==> config.mk <==
export PLATFORM = sky130hd
export DESIGN_NAME = spwid_regs
export DESIGN_NICKNAME = d
export VERILOG_FILES = /design/src/pkg/spwid_pkg.sv /design/src/pkg/spwid_if.sv /design/src/logic/spwid_regs.sv /design/src/logic/spwid_cas.sv
export SDC_FILE = /design/constraint.sdc
export NUM_CORES = 1
export LEC_CHECK = 0
export BUFFER_PORTS_ARGS = -buffer_cell sky130_fd_sc_hd__buf_4
export CORE_ASPECT_RATIO = 1.4
export CORE_MARGIN = 3
export CORE_UTILIZATION = 49
export DETAILED_ROUTE_END_ITERATION = 12
export PLACE_DENSITY = 0.82
export SKIP_LAST_GASP = 1
export SLEW_MARGIN = 30
export SYNTH_ARGS = -nofsm -noshare
export SYNTH_HDL_FRONTEND = slang
export SYNTH_SLANG_ARGS = --single-unit
==> constraint.sdc <==
create_clock -name i_core_clk -period 7.2 [get_ports i_core_clk]
set_clock_uncertainty 0.2 [all_clocks]
set_input_delay 1.44 -clock i_core_clk [delete_from_list [all_inputs] [get_ports i_core_clk]]
set_output_delay 1.44 -clock i_core_clk [all_outputs]
set_load 0.005 [all_outputs]
==> src/pkg/spwid_pkg.sv <==
// Constants for the plug-and-play identity register set
package spwid_pkg;

	// ------------------------------------------------------------
	// Word addresses in the plug-and-play space
	// ------------------------------------------------------------
	localparam logic [31:0] SPWID_ADDR_OWNER  = 32'h0000_0008;
	localparam logic [31:0] SPWID_ADDR_UNIT   = 32'h0000_0009;
	localparam logic [31:0] SPWID_ADDR_SERIAL = 32'h0000_000A;
	localparam logic [31:0] SPWID_ADDR_VLEN   = 32'h0000_4000;
	localparam logic [31:0] SPWID_ADDR_PLEN   = 32'h0000_6000;
	localparam logic [31:0] SPWID_ADDR_PCNT   = 32'h0000_8000;
	localparam logic [31:0] SPWID_ADDR_ACNT   = 32'h0000_C000;

	// ------------------------------------------------------------
	// Reset values
	// ------------------------------------------------------------
	localparam logic [31:0] SPWID_OWNER_RST  = 32'h0000_0000;
	localparam logic [31:0] SPWID_UNIT_RST   = 32'h0000_0000;
	localparam logic [31:0] SPWID_SERIAL_RST = 32'h0000_0000;
	localparam logic [4:0]  SPWID_PORT_RST   = 5'h00;

	// ------------------------------------------------------------
	// Field layouts and constant fields
	// ------------------------------------------------------------
	localparam int          SPWID_MAKER_LSB = 16;
	localparam int          SPWID_ITEM_MSB  = 15;
	localparam logic [14:0] SPWID_VLEN_VAL  = 15'h0000;
	localparam logic [14:0] SPWID_PLEN_VAL  = 15'h0000;
	localparam logic [4:0]  SPWID_PCNT_VAL  = 5'h00;
	localparam logic [7:0]  SPWID_ACNT_VAL  = 8'h00;
	localparam logic [31:0] SPWID_RSVD_RD   = 32'h0000_0000;

	// ------------------------------------------------------------
	// Router ports
	// ------------------------------------------------------------
	localparam int          SPWID_PORT_CNT = 13;
	localparam logic [4:0]  SPWID_PORT_MAX = 5'h0C;

endpackage

==> src/pkg/spwid_if.sv <==
// Carrier between the register set and its swap engine
`timescale 1ns/10ps
interface spwid_if;
	logic        req;
	logic [31:0] cmp;
	logic [31:0] new_val;
	logic [4:0]  port;
	logic        ownerless;
	logic        done;
	logic        ok;
	logic [31:0] old_val;
	logic [31:0] owner_identifier;
	logic [4:0]  owner_port;

	modport regs (
		output req,
		output cmp,
		output new_val,
		output port,
		output ownerless,
		input  done,
		input  ok,
		input  old_val,
		input  owner_identifier,
		input  owner_port
	);

	modport cas (
		input  req,
		input  cmp,
		input  new_val,
		input  port,
		input  ownerless,
		output done,
		output ok,
		output old_val,
		output owner_identifier,
		output owner_port
	);
endinterface

==> src/logic/spwid_regs.sv <==
// Plug-and-play identity register set of the router
`timescale 1ns/10ps
// Operation
// - A 32-bit owner identifier resets to zero and zero means no owner.
// - A disconnected or disabled owner port also means no owner.
// - Only a successful compare-and-swap changes the owner identifier.
// - Maker and item codes reset to zero, are written only locally.
// - A nonzero write of maker or item code sets the unit-valid flag.
// - The serial value resets to zero and is written only locally.
// - Vendor text length reads as a constant zero word.
// - Product text length reads as a constant zero word.
// - Protocol total reads as zero in bits 4:0, zero above.
// - Application total reads as zero in bits 7:0, zero above.
// - Owner, unit codes and serial sit at words 0x8, 0x9 and 0xA.
// - The unit-valid flag reads zero after reset.
// - The owner port records the port of the last successful swap.
module spwid_regs
	import spwid_pkg::*;
(
	input  wire logic        i_core_clk,
	input  wire logic        i_nrst,
	input  wire logic        i_pnp_rd,
	input  wire logic [31:0] i_pnp_addr,
	output logic             o_pnp_rvalid,
	output logic      [31:0] o_pnp_rdata,
	input  wire logic        i_pnp_wr,
	input  wire logic [31:0] i_pnp_wdata,
	input  wire logic        i_loc_wr,
	input  wire logic [31:0] i_loc_addr,
	input  wire logic [31:0] i_loc_wdata,
	input  wire logic        i_cas_req,
	input  wire logic [31:0] i_cas_cmp,
	input  wire logic [31:0] i_cas_new,
	input  wire logic [4:0]  i_cas_port,
	output logic             o_cas_done,
	output logic             o_cas_ok,
	output logic      [31:0] o_cas_old,
	input  wire logic [12:0] i_port_conn,
	input  wire logic [12:0] i_port_off_flag,
	output logic      [31:0] o_owner_identifier,
	output logic      [4:0]  o_owner_port,
	output logic             o_has_owner,
	output logic             o_unit_valid
);

	// ------------------------------------------------------------
	// Reset release
	// ------------------------------------------------------------
	logic rst_s1_ff;
	logic rst_s2_ff;
	logic rst_n;

	always_ff @(posedge i_core_clk or negedge i_nrst) begin
		if (!i_nrst) begin
			rst_s1_ff <= 1'b0;
			rst_s2_ff <= 1'b0;
		end else begin
			rst_s1_ff <= 1'b1;
			rst_s2_ff <= rst_s1_ff;
		end
	end
	assign rst_n = rst_s2_ff;

	// ------------------------------------------------------------
	// Owner state through swap engine
	// ------------------------------------------------------------
	spwid_if cif ();
	logic    port_ok;
	logic    link_up;
	logic    link_off;
	logic    ownerless;

	always_comb begin
		port_ok  = (cif.owner_port <= SPWID_PORT_MAX);
		link_up  = port_ok ? i_port_conn[cif.owner_port[3:0]] : 1'b0;
		link_off = port_ok ? i_port_off_flag[cif.owner_port[3:0]] : 1'b1;
		ownerless = (cif.owner_identifier == SPWID_OWNER_RST)
			|| !link_up || link_off;
	end

	assign cif.req       = i_cas_req;
	assign cif.cmp       = i_cas_cmp;
	assign cif.new_val   = i_cas_new;
	assign cif.port      = i_cas_port;
	assign cif.ownerless = ownerless;

	spwid_cas u_cas (
		.i_core_clk (i_core_clk),
		.i_rst_n    (rst_n),
		.bus        (cif.cas)
	);

	// ------------------------------------------------------------
	// Unit identity
	// ------------------------------------------------------------
	logic [31:0] unit_ff;
	logic [31:0] nxt_unit;
	logic [31:0] serial_ff;
	logic [31:0] nxt_serial;
	logic        uval_ff;
	logic        nxt_uval;

	always_comb begin
		nxt_unit   = unit_ff;
		nxt_serial = serial_ff;
		nxt_uval   = uval_ff;
		if (i_loc_wr && i_loc_addr == SPWID_ADDR_UNIT) begin
			nxt_unit = i_loc_wdata;
			if (i_loc_wdata != SPWID_UNIT_RST) begin
				nxt_uval = 1'b1;
			end
		end else if (i_loc_wr && i_loc_addr == SPWID_ADDR_SERIAL) begin
			nxt_serial = i_loc_wdata;
		end
	end

	always_ff @(posedge i_core_clk or negedge rst_n) begin
		if (!rst_n) begin
			unit_ff   <= SPWID_UNIT_RST;
			serial_ff <= SPWID_SERIAL_RST;
			uval_ff   <= 1'b0;
		end else begin
			unit_ff   <= nxt_unit;
			serial_ff <= nxt_serial;
			uval_ff   <= nxt_uval;
		end
	end

	// ------------------------------------------------------------
	// Plug-and-play read port
	// ------------------------------------------------------------
	logic        rv_ff;
	logic        nxt_rv;
	logic [31:0] rd_ff;
	logic [31:0] nxt_rd;

	always_comb begin
		nxt_rv = i_pnp_rd;
		nxt_rd = rd_ff;
		if (i_pnp_rd) begin
			if (i_pnp_addr == SPWID_ADDR_OWNER) begin
				nxt_rd = cif.owner_identifier;
			end else if (i_pnp_addr == SPWID_ADDR_UNIT) begin
				nxt_rd = {unit_ff[31:SPWID_MAKER_LSB],
					unit_ff[SPWID_ITEM_MSB:0]};
			end else if (i_pnp_addr == SPWID_ADDR_SERIAL) begin
				nxt_rd = serial_ff;
			end else if (i_pnp_addr == SPWID_ADDR_VLEN) begin
				nxt_rd = {17'h0_0000, SPWID_VLEN_VAL};
			end else if (i_pnp_addr == SPWID_ADDR_PLEN) begin
				nxt_rd = {17'h0_0000, SPWID_PLEN_VAL};
			end else if (i_pnp_addr == SPWID_ADDR_PCNT) begin
				nxt_rd = {27'h000_0000, SPWID_PCNT_VAL};
			end else if (i_pnp_addr == SPWID_ADDR_ACNT) begin
				nxt_rd = {24'h00_0000, SPWID_ACNT_VAL};
			end else begin
				nxt_rd = SPWID_RSVD_RD;
			end
		end
	end

	always_ff @(posedge i_core_clk or negedge rst_n) begin
		if (!rst_n) begin
			rv_ff <= 1'b0;
			rd_ff <= SPWID_RSVD_RD;
		end else begin
			rv_ff <= nxt_rv;
			rd_ff <= nxt_rd;
		end
	end

	// Plug-and-play writes carry no effect
	logic pnp_wr_seen;
	assign pnp_wr_seen = i_pnp_wr && (i_pnp_wdata != SPWID_RSVD_RD);

	// ------------------------------------------------------------
	// Outputs
	// ------------------------------------------------------------
	assign o_pnp_rvalid       = rv_ff;
	assign o_pnp_rdata        = rd_ff;
	assign o_cas_done         = cif.done;
	assign o_cas_ok           = cif.ok;
	assign o_cas_old          = cif.old_val;
	assign o_owner_identifier = cif.owner_identifier;
	assign o_owner_port       = cif.owner_port;
	assign o_has_owner        = !ownerless;
	assign o_unit_valid       = uval_ff;
endmodule

==> src/logic/spwid_cas.sv <==
// Compare-and-swap engine holding the owner identifier and owner port
`timescale 1ns/10ps
module spwid_cas
	import spwid_pkg::*;
(
	input  wire logic i_core_clk,
	input  wire logic i_rst_n,
	spwid_if.cas      bus
);

	// ------------------------------------------------------------
	// State
	// ------------------------------------------------------------
	logic [31:0] owner_ff;
	logic [31:0] nxt_owner;
	logic [4:0]  oport_ff;
	logic [4:0]  nxt_oport;
	logic        done_ff;
	logic        nxt_done;
	logic        ok_ff;
	logic        nxt_ok;
	logic [31:0] old_ff;
	logic [31:0] nxt_old;
	logic [31:0] eff_owner;
	logic        match;

	// ------------------------------------------------------------
	// Next values
	// ------------------------------------------------------------
	always_comb begin
		eff_owner = bus.ownerless ? SPWID_OWNER_RST : owner_ff;
		match     = (eff_owner == bus.cmp);
		nxt_owner = owner_ff;
		nxt_oport = oport_ff;
		nxt_done  = bus.req;
		nxt_ok    = 1'b0;
		nxt_old   = old_ff;
		if (bus.req) begin
			nxt_old = eff_owner;
			nxt_ok  = match;
			if (match) begin
				nxt_owner = bus.new_val;
				nxt_oport = bus.port;
			end
		end
	end

	always_ff @(posedge i_core_clk or negedge i_rst_n) begin
		if (!i_rst_n) begin
			owner_ff <= SPWID_OWNER_RST;
			oport_ff <= SPWID_PORT_RST;
			done_ff  <= 1'b0;
			ok_ff    <= 1'b0;
			old_ff   <= SPWID_OWNER_RST;
		end else begin
			owner_ff <= nxt_owner;
			oport_ff <= nxt_oport;
			done_ff  <= nxt_done;
			ok_ff    <= nxt_ok;
			old_ff   <= nxt_old;
		end
	end

	assign bus.owner_identifier = owner_ff;
	assign bus.owner_port       = oport_ff;
	assign bus.done             = done_ff;
	assign bus.ok               = ok_ff;
	assign bus.old_val          = old_ff;
endmodule

==> Flow_metrics.wiki, run 1 <==
{| class="wikitable"
! Metric !! Value
|-
| Antenna violations before repair || 0
|-
| Maximum capacitance violations || 0
|-
| Nature of the critical path endpoint || output port
|-
| Count of instances resized after the clock tree is built || 0
|-
| Syn Inst Count || 755
|-
| Routability-driven placement congestion ratio || 0.9062
|-
| Final Hold Violating Endpoints || 0
|-
| Post-synthesis to final-layout area growth || 36.66%
|-
| Setup Buffers After CTS || 0
|-
| Clock root buffer || sky130_fd_sc_hd__clkbuf_16
|-
| Number of global-route vias before repair || 7577
|-
| Number of top-level design ports || 335
|-
| Relative slew slack || 42.13%
|-
| Clock tree from TritonCTS || yes
|-
| Cells along the critical path || buf_4 > or3b_2 > a21oi_1 > o31ai_1 > a211o_2 > inv_1 > buf_4
|-
| Kind of launch point of the worst setup path || input pin
|-
| Syn avg cell area || 10.95 um^2
|-
| Final period util || 68.99%
|-
| Count of buffers from port buffering || 301
|-
| Number of pins exceeding their max-slew limit in the final report || 0
|-
| Reg clk slew, reported paths || 70 ps
|-
| Final #Nets || 1269
|-
| Number of flops mapped to enable cells by yosys || 0
|-
| Sinks on Clock Net || 171
|-
| YS warnings || 0
|-
| Core Rows || 55
|-
| Least-Margin Pin Slew || 866.2 ps
|-
| Cell Area, Placed || 10670 um^2
|-
| Dominant cell type by area after synthesis || sky130_fd_sc_hd__dfrtp_1
|-
| Overall global routing resource usage || 28.30%
|-
| Share of layout cells above drive strength 1 || 42.83%
|-
| Highest achievable clock rate || 201.3 MHz
|-
| Power density over the cells || 185.3 nW/um^2
|-
| Buffers & Inverters on Critical Path || 3
|-
| Classification of the worst-slack hold path || flop to asynchronous set/reset pin
|-
| Worst vdd ir || 0.0001535 V
|-
| Sequential cell area fraction in the yosys report || 51.77%
|-
| Top-area cell type share of the netlist area || 51.77%
|-
| Number of buffers added to fix hold violations after cts || 0
|-
| DR vias/cell || 5.749
|-
| Maximum root-to-sink buffer count || 2
|-
| Overflow after GRT || 0
|-
| Launch point of the worst path || i_port_conn[9]
|-
| Library cells used by synthesis || 48
|-
| Top cell types by occurrence after synthesis || sky130_fd_sc_hd__dfrtp_1 (171), sky130_fd_sc_hd__inv_1 (80), sky130_fd_sc_hd__mux2_2 (72)
|-
| Post-route minimum period || 4967 ps
|-
| Leakage || 5.448 nW
|-
| Cell mode on critical path || sky130_fd_sc_hd__buf_4
|-
| Flop and latch count out of synthesis || 171
|-
| Die boundary height || 159.7 um
|-
| Initial standard-cell utilization of the core || 50.47%
|-
| DRC || 0
|-
| Reg-to-reg startpoint || u_cas.bus.owner_port[1]$_DFFE_PN0P_
|-
| Req. time, crit path || 5560 ps
|-
| Post-synth ARST share || 100.0%
|-
| Slowest library cell on the worst path || sky130_fd_sc_hd__o31ai_1
|-
| Status || finished, final reports clean
|-
| Top FF cell, synth || sky130_fd_sc_hd__dfrtp_1
|-
| Area of the mapped netlist || 8265 um^2
|-
| Maximum single-stage delay on the critical path || 580 ps
|-
| Routed via count || 7198
|-
| Number of filler cells placed in the layout || 1256
|-
| DRC marker count from the first detailed-route iteration || 480
|-
| Syn Nets || 984
|-
| Unrepaired setup endpoints after global routing || false
|-
| Die outline area || 18480 um^2
|-
| Die X || 115.8 um
|-
| Number of buffers created by CTS || 17
|-
| Crit Path Category || input pin to output port
|-
| Largest net degree at the start of global routing || 83
|-
| Worst Path Max Fanout || 30
|-
| Total Negative Setup Slacks || 0 ps
|-
| Endpoint arrival time on the critical path || 3330 ps
|-
| Count of nets left with antenna violations after detail routing || 0
|-
| Synth top area cells || sky130_fd_sc_hd__dfrtp_1 (52%), sky130_fd_sc_hd__mux2_2 (9.8%), sky130_fd_sc_hd__mux2_4 (5.4%)
|-
| Core Footprint || 16380 um^2
|-
| Latest clock arrival within the worst-skew pair || 420 ps
|-
| Routed wirelength normalized by instance count || 21.06 um
|-
| H-tree levels || 4
|-
| Final cell area excluding filler cells || 11300 um^2
|-
| Most instantiated library cell after synthesis || sky130_fd_sc_hd__dfrtp_1
|-
| Antenna cells || 0
|-
| Global-route wire length before repair || 40.72 mm
|-
| Dpl hpwl || 19.65 mm
|-
| Setup-failing EPs final || 0
|-
| Detailed-route wire length || 26.37 mm
|-
| Number of detailed-routing iterations run before antenna repair || 5
|-
| Kind of cell adding the most delay to the critical path || compound AO/OA/AOI/OAI gates
|}
==> worst reg2reg max path, delay by kind of cell (launching register included) <==
| kind | cells | cell delay [ps] |
|---|---|---|
| compound gates | 5 | 1460 |
| buf+inv | 1 | 450 |
| simple gates | 3 | 1270 |
| flops | 1 | 500 |
| mux | 1 | 420 |
==> cell families after synthesis <==
kind of cell / share of synthesized area [%]
multiplexers: 19.13
buffers and inverters: 5.949
XOR/XNOR: 1.484
other: 0.04537
flip-flops: 51.77
AO/OA/AOI/OAI: 11.02
AND/OR/NAND/NOR: 10.60
==> where the power goes <==
| part | switching, W | internal [W] |
|---|---|---|
| sequential | 0.00000488 | 0.000961 |
| combinational | 0.0000713 | 0.0000832 |
| clock | 0.000406 | 0.000566 |
| total | 0.000482 | 0.00161 |
==> placed cells by master, fill, tap and decap left out, drive strengths merged, types with 12 or more instances in the layout <==
cell / synthesis / routed
a21oi: 40 / 40
buf: 14 / 308
clkbuf: 28 / 19
dfrtp: 171 / 171
inv: 80 / 86
mux2: 102 / 102
mux2i: 32 / 32
nand2: 28 / 28
nand3: 17 / 17
nand4: 12 / 12
nor2: 50 / 50
nor4: 28 / 28
o21ai: 22 / 22
o22ai: 52 / 52
==> final cells by class <==
| cell class | count | area [um^2] | share of cell area, % |
|---|---|---|---|
| Clock buffer | 19 | 442.9 | 3.921 |
| Clock inverter | 13 | 177.7 | 1.573 |
| Inverter | 80 | 300.3 | 2.658 |
| Multi-Input combinational cell | 462 | 3527 | 31.23 |
| Sequential cell | 171 | 4283 | 37.92 |
| Tap cell | 199 | 249.0 | 2.204 |
| Timing Repair Buffer | 308 | 2316 | 20.50 |
==> per-layer routing <==
metal,vias up,global-route usage (%),share of wire (%)
met5,-,0,0
met4,0,13.93,5.0
met3,73,5.269,6.4
met2,328,49.21,52
met1,3529,32.87,37
li1,3268,-,-
==> final timing paths <==
check | to | slack [ps] | depth (start not counted)
setup / recovery | o_has_owner | 2230 | 7
max in group asynchronous | u_cas.bus.owner_identifier[13]$_DFFE_PN0P_ | 5540 | 1
min in group i_core_clk | rst_n$_DFF_PN0_ | 160 | 0
hold reg to reg | o_pnp_rdata[29]$_DFFE_PN0P_ | 130 | 0
setup reg to reg | u_cas.bus.owner_identifier[1]$_DFFE_PN0P_ | 2790 | 10
hold / removal | o_pnp_rdata[29]$_DFFE_PN0P_ | 130 | 0
==> through the flow <==
step	total power, W	std cells	utilization [%]	worst slack [ps]	hold WS, ps
final	0.002093	1252	68.97	2233	132.3
after global routing	0.002159	1252	68.97	2047	172.7
after CTS	0.002102	1252	68.92	1963	150.9
after detailed placement	0.001140	1220	65.13	1660	142.2
after global placement	0.001136	1220	65.10	1690	135.4
after floorplan	0.001031	755	-	1882	131.2
==> flip-flops by register name, summed over array words and instances (netlist names) <==
register and cells:
u_cas.bus.old_val 32, u_cas.bus.ok 1, o_unit_valid 1, rst_n 1
u_cas.bus.done 1, unit_ff 32, o_pnp_rdata 32, u_cas.bus.owner_identifier 32
rst_s1_ff 1, o_pnp_rvalid 1, serial_ff 32, u_cas.bus.owner_port 5
(Power assumes the default switching activity.)
==> run 2, diff against run 1 <==
- clock period: 7.2 -> 4.7 ns (I/O delays scaled with it)
==> run 2 against run 1 <==
  * Die area is the same
  * First-iteration DRC count fell by 24%
  * Global-route usage grew 0.64 points
==> Flow_metrics.wiki, run 2 (synthesis gave the netlist of run 1 again) <==
{| class="wikitable"
! Metric !! Value
|-
| Cell mode on critical path || sky130_fd_sc_hd__buf_4
|-
| Maximum root-to-sink buffer count || 2
|-
| Setup slack of the critical path after layout || 707.4 ps
|-
| Largest net degree at the start of global routing || 170
|-
| Most frequent cells in the layout || sky130_fd_sc_hd__buf_4 (322), sky130_fd_sc_hd__dfrtp_1 (170), sky130_fd_sc_hd__inv_1 (80)
|-
| Worst Path Max Fanout || 12
|-
| Setup Buffers After CTS || 0
|-
| Req. time, crit path || 4820 ps
|-
| Worst-case setup slack after placement || 271.0 ps
|-
| Least-Margin Pin Slew || 847.9 ps
|-
| Max layer used || met4
|-
| Overall global routing resource usage || 28.93%
|-
| Endpoint arrival time on the critical path || 4110 ps
|-
| Highest achievable clock rate || 250.5 MHz
|-
| Number of detailed-routing iterations run before antenna repair || 5
|-
| Unrepaired setup endpoints after global routing || false
|-
| Number of buffers added to fix hold violations after cts || 0
|-
| Most common cell after layout, fill and taps aside || sky130_fd_sc_hd__buf_4
|-
| DR vias/cell || 5.719
|-
| Routed met3 length || 1.761 mm
|-
| Final period util || 84.95%
|-
| Latest clock arrival within the worst-skew pair || 430 ps
|-
| Worst vdd ir || 0.0001667 V
|-
| Routed via count || 7258
|-
| Total Negative Setup Slacks || 0 ps
|-
| Hold WS || 78.16 ps
|-
| Sinks on Clock Net || 171
|-
| Setup-failing EPs final || 0
|-
| Overflow after GRT || 0
|-
| Cells along the critical path || buf_4 > or3b_2 > a21oi_1 > o31ai_1 > buf_4 > a21oi_2 > a21boi_0 > a2111oi_0 > nand4_1 > nor4_4 > buf_4 > mux2_2
|-
| Slowest library cell on the worst path || sky130_fd_sc_hd__or3b_2
|-
| Clock tree from TritonCTS || yes
|-
| Post-route minimum period || 3993 ps
|-
| Number of buffers created by CTS || 17
|-
| DRC marker count from the first detailed-route iteration || 367
|-
| Fraction of the core area covered by cells at the end of the flow || 69.83%
|-
| Die boundary height || 159.7 um
|-
| Number of filler cells placed in the layout || 1229
|-
| Core Footprint || 16380 um^2
|-
| Antenna violations before repair || 0
|-
| Final cell area excluding filler cells || 11440 um^2
|-
| Relative slew slack || 43.35%
|-
| Global-route wire length before repair || 41.56 mm
|-
| Maximum single-stage delay on the critical path || 440 ps
|-
| Cell Area, Placed || 10810 um^2
|-
| Antenna cells || 0
|-
| Core Rows || 55
|-
| Power density over the cells || 275.1 nW/um^2
|-
| H-tree levels || 4
|-
| Initial standard-cell utilization of the core || 50.47%
|-
| Count of instances resized after the clock tree is built || 0
|-
| Reg clk slew, reported paths || 80 ps
|-
| Maximum capacitance violations || 0
|-
| Number of pins exceeding their max-slew limit in the final report || 0
|-
| Share of layout cells above drive strength 1 || 43.74%
|-
| Routed wirelength normalized by instance count || 21.04 um
|-
| Clock root buffer || sky130_fd_sc_hd__clkbuf_16
|-
| Die outline area || 18480 um^2
|-
| Detailed-route wire length || 26.71 mm
|-
| Count of buffers from port buffering || 301
|-
| Leakage || 5.538 nW
|-
| Status || finished, final reports clean
|-
| Nature of the critical path endpoint || flop
|-
| Number of global-route vias before repair || 7756
|-
| Routability-driven placement congestion ratio || 0.8665
|-
| Number of top-level design ports || 335
|-
| Count of nets left with antenna violations after detail routing || 0
|-
| DRC || 0
|-
| Dpl hpwl || 19.80 mm
|-
| Post-synthesis to final-layout area growth || 38.37%
|-
| Final #Nets || 1286
|-
| Kind of launch point of the worst setup path || input pin
|-
| Crit Path Category || input pin to flop
|-
| M1 wire length || 9.639 mm
|-
| Die X || 115.8 um
|-
| Sequential cell area || 4283 um^2
|-
| Final Hold Violating Endpoints || 0
|-
| Classification of the worst-slack hold path || input pin to asynchronous set/reset pin
|-
| Met2 WL || 14.02 mm
|-
| Multi-input logic area || 3518 um^2
|}
==> run 2: path summary, 6_finish.rpt <==
check	endpoint	slack [ps]	startpoint	cells after the start
setup / recovery	u_cas.bus.owner_port[4]$_DFFE_PN0P_	710	i_port_off_flag[9]	12
hold / removal	rst_n$_DFF_PN0_	80	i_nrst	1
setup reg to reg	u_cas.bus.owner_port[4]$_DFFE_PN0P_	730	u_cas.bus.owner_port[0]$_DFFE_PN0P_	11
hold reg to reg	u_cas.bus.old_val[20]$_DFFE_PN0P_	100	rst_n$_DFF_PN0_	1
max in group asynchronous	u_cas.bus.old_val[0]$_DFFE_PN0P_	3280	rst_n$_DFF_PN0_	2
min in group i_core_clk	rst_n$_DFF_PN0_	180	rst_s1_ff$_DFF_PN0_	0
==> run 2: area by class of cell <==
type,count,share of cell area [%]
clock buffers,17,3.720
clock inverters,15,1.543
well taps,199,2.177
multi-input cells,462,30.76
repair buffers,325,21.73
inverters,80,2.626
flip-flops and latches,171,37.45
==> run 2: where the power goes <==
part,internal [W],switching [W]
sequential,0.00147,0.000000866
combinational,0.000131,0.000116
clock,0.000763,0.000662
total,0.00237,0.000779
==> run 2: routing by layer <==
layer	GRT usage (%)	up-vias
met1	33.27	3512
met2	50.71	356
met5	0	-
met4	14.04	0
li1	-	3307
met3	5.497	83
==> run 2: worst max-delay path, delay by kind of cell <==
family	cells	cell delay, ps
AOI/OAI and AO/OA	5	1220
muxes	1	360
and+or+nand+nor	3	980
buffers and inverters	3	610
==> run 2: metrics by stage <==
stage                     std cells  total power (W)
after floorplan                 755         0.001579
after global placement         1236         0.001743
after detailed placement       1236         0.001747
after CTS                      1268         0.003162
after global routing           1269         0.003243
final                          1269         0.003146
==> run 3, diff against run 2 <==
- ABC_AREA: default -> 1
- CORE_UTILIZATION: 49 -> 45
- PLACE_DENSITY: 0.82 -> 0.79
- clock period: 4.7 -> 3.45 ns (I/O delays scaled with it)
==> run 3 against run 2 <==
  * Via count is 19% higher
  * Setup slack worse by 400 ps
  * Flip-flop and latch count unchanged
  * Total power grew 32%
  * Critical endpoint is now u_cas.bus.owner_identifier[24]$_DFFE_PN0P_
  * Largest cell class unchanged
  * Register-to-register slack worse by 420 ps
  * Combinational power up 30%
  * Utilization is 7.5 points lower
==> Flow_metrics.wiki, run 3 <==
{| class="wikitable"
! Metric !! Value
|-
| Most frequent cells in the layout || sky130_fd_sc_hd__buf_4 (322), sky130_fd_sc_hd__nand2_1 (308), sky130_fd_sc_hd__dfrtp_1 (170)
|-
| Dominant cell type by area after synthesis || sky130_fd_sc_hd__dfrtp_1
|-
| Library cells used by synthesis || 32
|-
| Sinks on Clock Net || 171
|-
| Overall power of the completed layout || 0.004143 W
|-
| Post-synthesis to final-layout area growth || 35.81%
|-
| Maximum capacitance violations || 0
|-
| Cell Area, Placed || 11080 um^2
|-
| H-tree levels || 4
|-
| Global-route wire length before repair || 42.21 mm
|-
| Area of the mapped netlist || 8572 um^2
|-
| Overflow after GRT || 0
|-
| Routability-driven placement congestion ratio || 0.8610
|-
| Maximum root-to-sink buffer count || 2
|-
| Req. time, crit path || 3570 ps
|-
| Buffers & Inverters on Critical Path || 3
|-
| Final period util || 90.95%
|-
| Reg-to-reg startpoint || u_cas.bus.owner_port[0]$_DFFE_PN0P_
|-
| Clock tree from TritonCTS || yes
|-
| Status || finished, final reports clean
|-
| DRC || 0
|-
| Classification of the worst-slack hold path || flop to asynchronous set/reset pin
|-
| Sequential cell area fraction in the yosys report || 49.92%
|-
| Final #Nets || 1577
|-
| Synth top area cells || sky130_fd_sc_hd__dfrtp_1 (50%), sky130_fd_sc_hd__nand2_1 (14%), sky130_fd_sc_hd__nand3_1 (9.1%)
|-
| DRC marker count from the first detailed-route iteration || 915
|-
| Core Rows || 59
|-
| Highest achievable clock rate || 318.7 MHz
|-
| Detailed-route wire length || 27.45 mm
|-
| Leakage || 6.189 nW
|-
| Largest net degree at the start of global routing || 82
|-
| Top FF cell, synth || sky130_fd_sc_hd__dfrtp_1
|-
| Most instantiated library cell after synthesis || sky130_fd_sc_hd__nand2_1
|-
| Antenna violations before repair || 0
|-
| Endpoint arrival time on the critical path || 3250 ps
|-
| Syn avg cell area || 8.094 um^2
|-
| Number of flops mapped to enable cells by yosys || 0
|-
| Cells along the critical path || nor2_4 > nand2_1 > nand2_1 > nor2_1 > nand2_1 > nand3_2 > buf_4 > nand3_1 > nand2_1 > nand2_1 > inv_1 > nand2_1 > nor2_1 > nand2_1 > nor2_1 > nand3_1 > buf_4 > nand2_1 > nand2_1
|-
| Power density over the cells || 355.9 nW/um^2
|-
| Least-Margin Pin Slew || 612.1 ps
|-
| Number of filler cells placed in the layout || 1661
|-
| Initial standard-cell utilization of the core || 45.90%
|-
| Core Footprint || 18680 um^2
|-
| Syn Nets || 1288
|-
| Number of pins exceeding their max-slew limit in the final report || 0
|-
| Final Hold Violating Endpoints || 0
|-
| Hold WS || 147.2 ps
|-
| Launch point of the worst path || u_cas.bus.owner_port[0]$_DFFE_PN0P_
|-
| Setup Buffers After CTS || 0
|-
| Flop and latch count out of synthesis || 171
|-
| Kind of cell adding the most delay to the critical path || simple AND/OR/NAND/NOR gates
|-
| Latest clock arrival within the worst-skew pair || 430 ps
|-
| Most common cell after layout, fill and taps aside || sky130_fd_sc_hd__buf_4
|-
| Stages on worst setup path || 19
|-
| Cell mode on critical path || sky130_fd_sc_hd__nand2_1
|-
| Crit Path Category || flop to flop
|-
| DR vias/cell || 5.369
|-
| Die X || 122.6 um
|-
| Routed via count || 8617
|-
| Die boundary height || 169.3 um
|-
| Top cell types by occurrence after synthesis || sky130_fd_sc_hd__nand2_1 (310), sky130_fd_sc_hd__dfrtp_1 (171), sky130_fd_sc_hd__nand3_1 (156)
|-
| YS warnings || 0
|-
| Slowest library cell on the worst path || sky130_fd_sc_hd__dfrtp_1
|-
| Nature of the critical path endpoint || flop
|-
| Overall global routing resource usage || 26.02%
|-
| Syn Inst Count || 1059
|-
| Worst Path Max Fanout || 38
|-
| Fraction of the core area covered by cells at the end of the flow || 62.33%
|-
| Setup-failing EPs final || 0
|-
| Maximum single-stage delay on the critical path || 550 ps
|-
| Number of buffers created by CTS || 17
|-
| Multi-input logic area || 3641 um^2
|-
| Share of layout cells above drive strength 1 || 30.64%
|-
| Die outline area || 20760 um^2
|-
| Worst-case reg-to-reg path depth || 19
|-
| Worst vdd ir || 0.0003101 V
|-
| Clock root buffer || sky130_fd_sc_hd__clkbuf_16
|-
| Number of top-level design ports || 335
|-
| Count of buffers from port buffering || 301
|-
| Kind of launch point of the worst setup path || flop
|-
| Sequential cell area || 4283 um^2
|-
| Dpl hpwl || 20.64 mm
|-
| Reg clk slew, reported paths || 70 ps
|-
| Total Negative Setup Slacks || 0 ps
|-
| Post-synth ARST share || 100.0%
|-
| Relative slew slack || 59.19%
|-
| Final cell area excluding filler cells || 11640 um^2
|-
| Routed wirelength normalized by instance count || 17.10 um
|-
| Antenna cells || 0
|-
| Post-route minimum period || 3138 ps
|-
| Number of detailed-routing iterations run before antenna repair || 7
|-
| Top-area cell type share of the netlist area || 49.92%
|-
| Count of nets left with antenna violations after detail routing || 0
|-
| Number of global-route vias before repair || 8236
|-
| Unrepaired setup endpoints after global routing || false
|}
[run 3: cell type report]
type | count | share of cell area, %
Clock buffer | 18 | 3.773
Clock inverter | 14 | 0.9351
Inverter | 95 | 3.063
Multi-Input combinational cell | 736 | 31.28
Sequential cell | 171 | 36.79
Tap cell | 244 | 2.623
Timing Repair Buffer | 327 | 21.54
[run 3: worst paths after layout]
check	end	slack, ps
max reg2reg	u_cas.bus.owner_identifier[24]$_DFFE_PN0P_	310
min reg2reg	o_pnp_rdata[5]$_DFFE_PN0P_	150
min in group i_core_clk	rst_n$_DFF_PN0_	150
max	u_cas.bus.owner_identifier[24]$_DFFE_PN0P_	310
max in group asynchronous	u_cas.bus.old_val[26]$_DFFE_PN0P_	1840
min	o_pnp_rdata[5]$_DFFE_PN0P_	150
[run 3: report_power, final]
part	internal, W	leakage (nW)	switching, W
combinational	0.000175	3.53	0.000145
sequential	0.00201	2.38	0.0000108
clock	0.000959	0.280	0.000846
total	0.00314	6.19	0.00100
[run 3: cells by family after synthesis]
kind of cell,synth area share (%)
AOI/OAI and AO/OA,6.583
xor gates and xnor gates,0.3066
buffers and inverters,7.882
DFF,49.92
muxes,4.204
other,0.04375
and+or+nand+nor,31.06
[run 3: repair_timing]
item | in CTS | in global routing
gates resized for setup | 0 | 0
hold buffers | 1 | 0
endpoints found under the hold margin | 2 | 0
[run 3: layer usage]
metal,GRT usage (%),vias to the layer above,share of wire (%)
met2,44.54,376,52
met4,9.893,0,3.4
li1,-,4069,-
met1,33.05,4115,39
met3,4.101,57,6.2
met5,0,-,0
[run 3: through the flow]
step / cells / setup slack, ps
2_1_floorplan: 1059 / 423.4
3_5_place_dp: 1572 / 92.73
3_3_place_gp: 1572 / 182.1
4_1_cts: 1605 / 284.5
6_report: 1605 / 312.3
5_1_grt: 1605 / 18.44
[run 3: worst register-to-register path: cells and delay by family, from the launching register on]
family                 cells  cell delay, ps
flip-flops                 1             550
AND/OR/NAND/NOR           16            1590
buffers and inverters      3             690
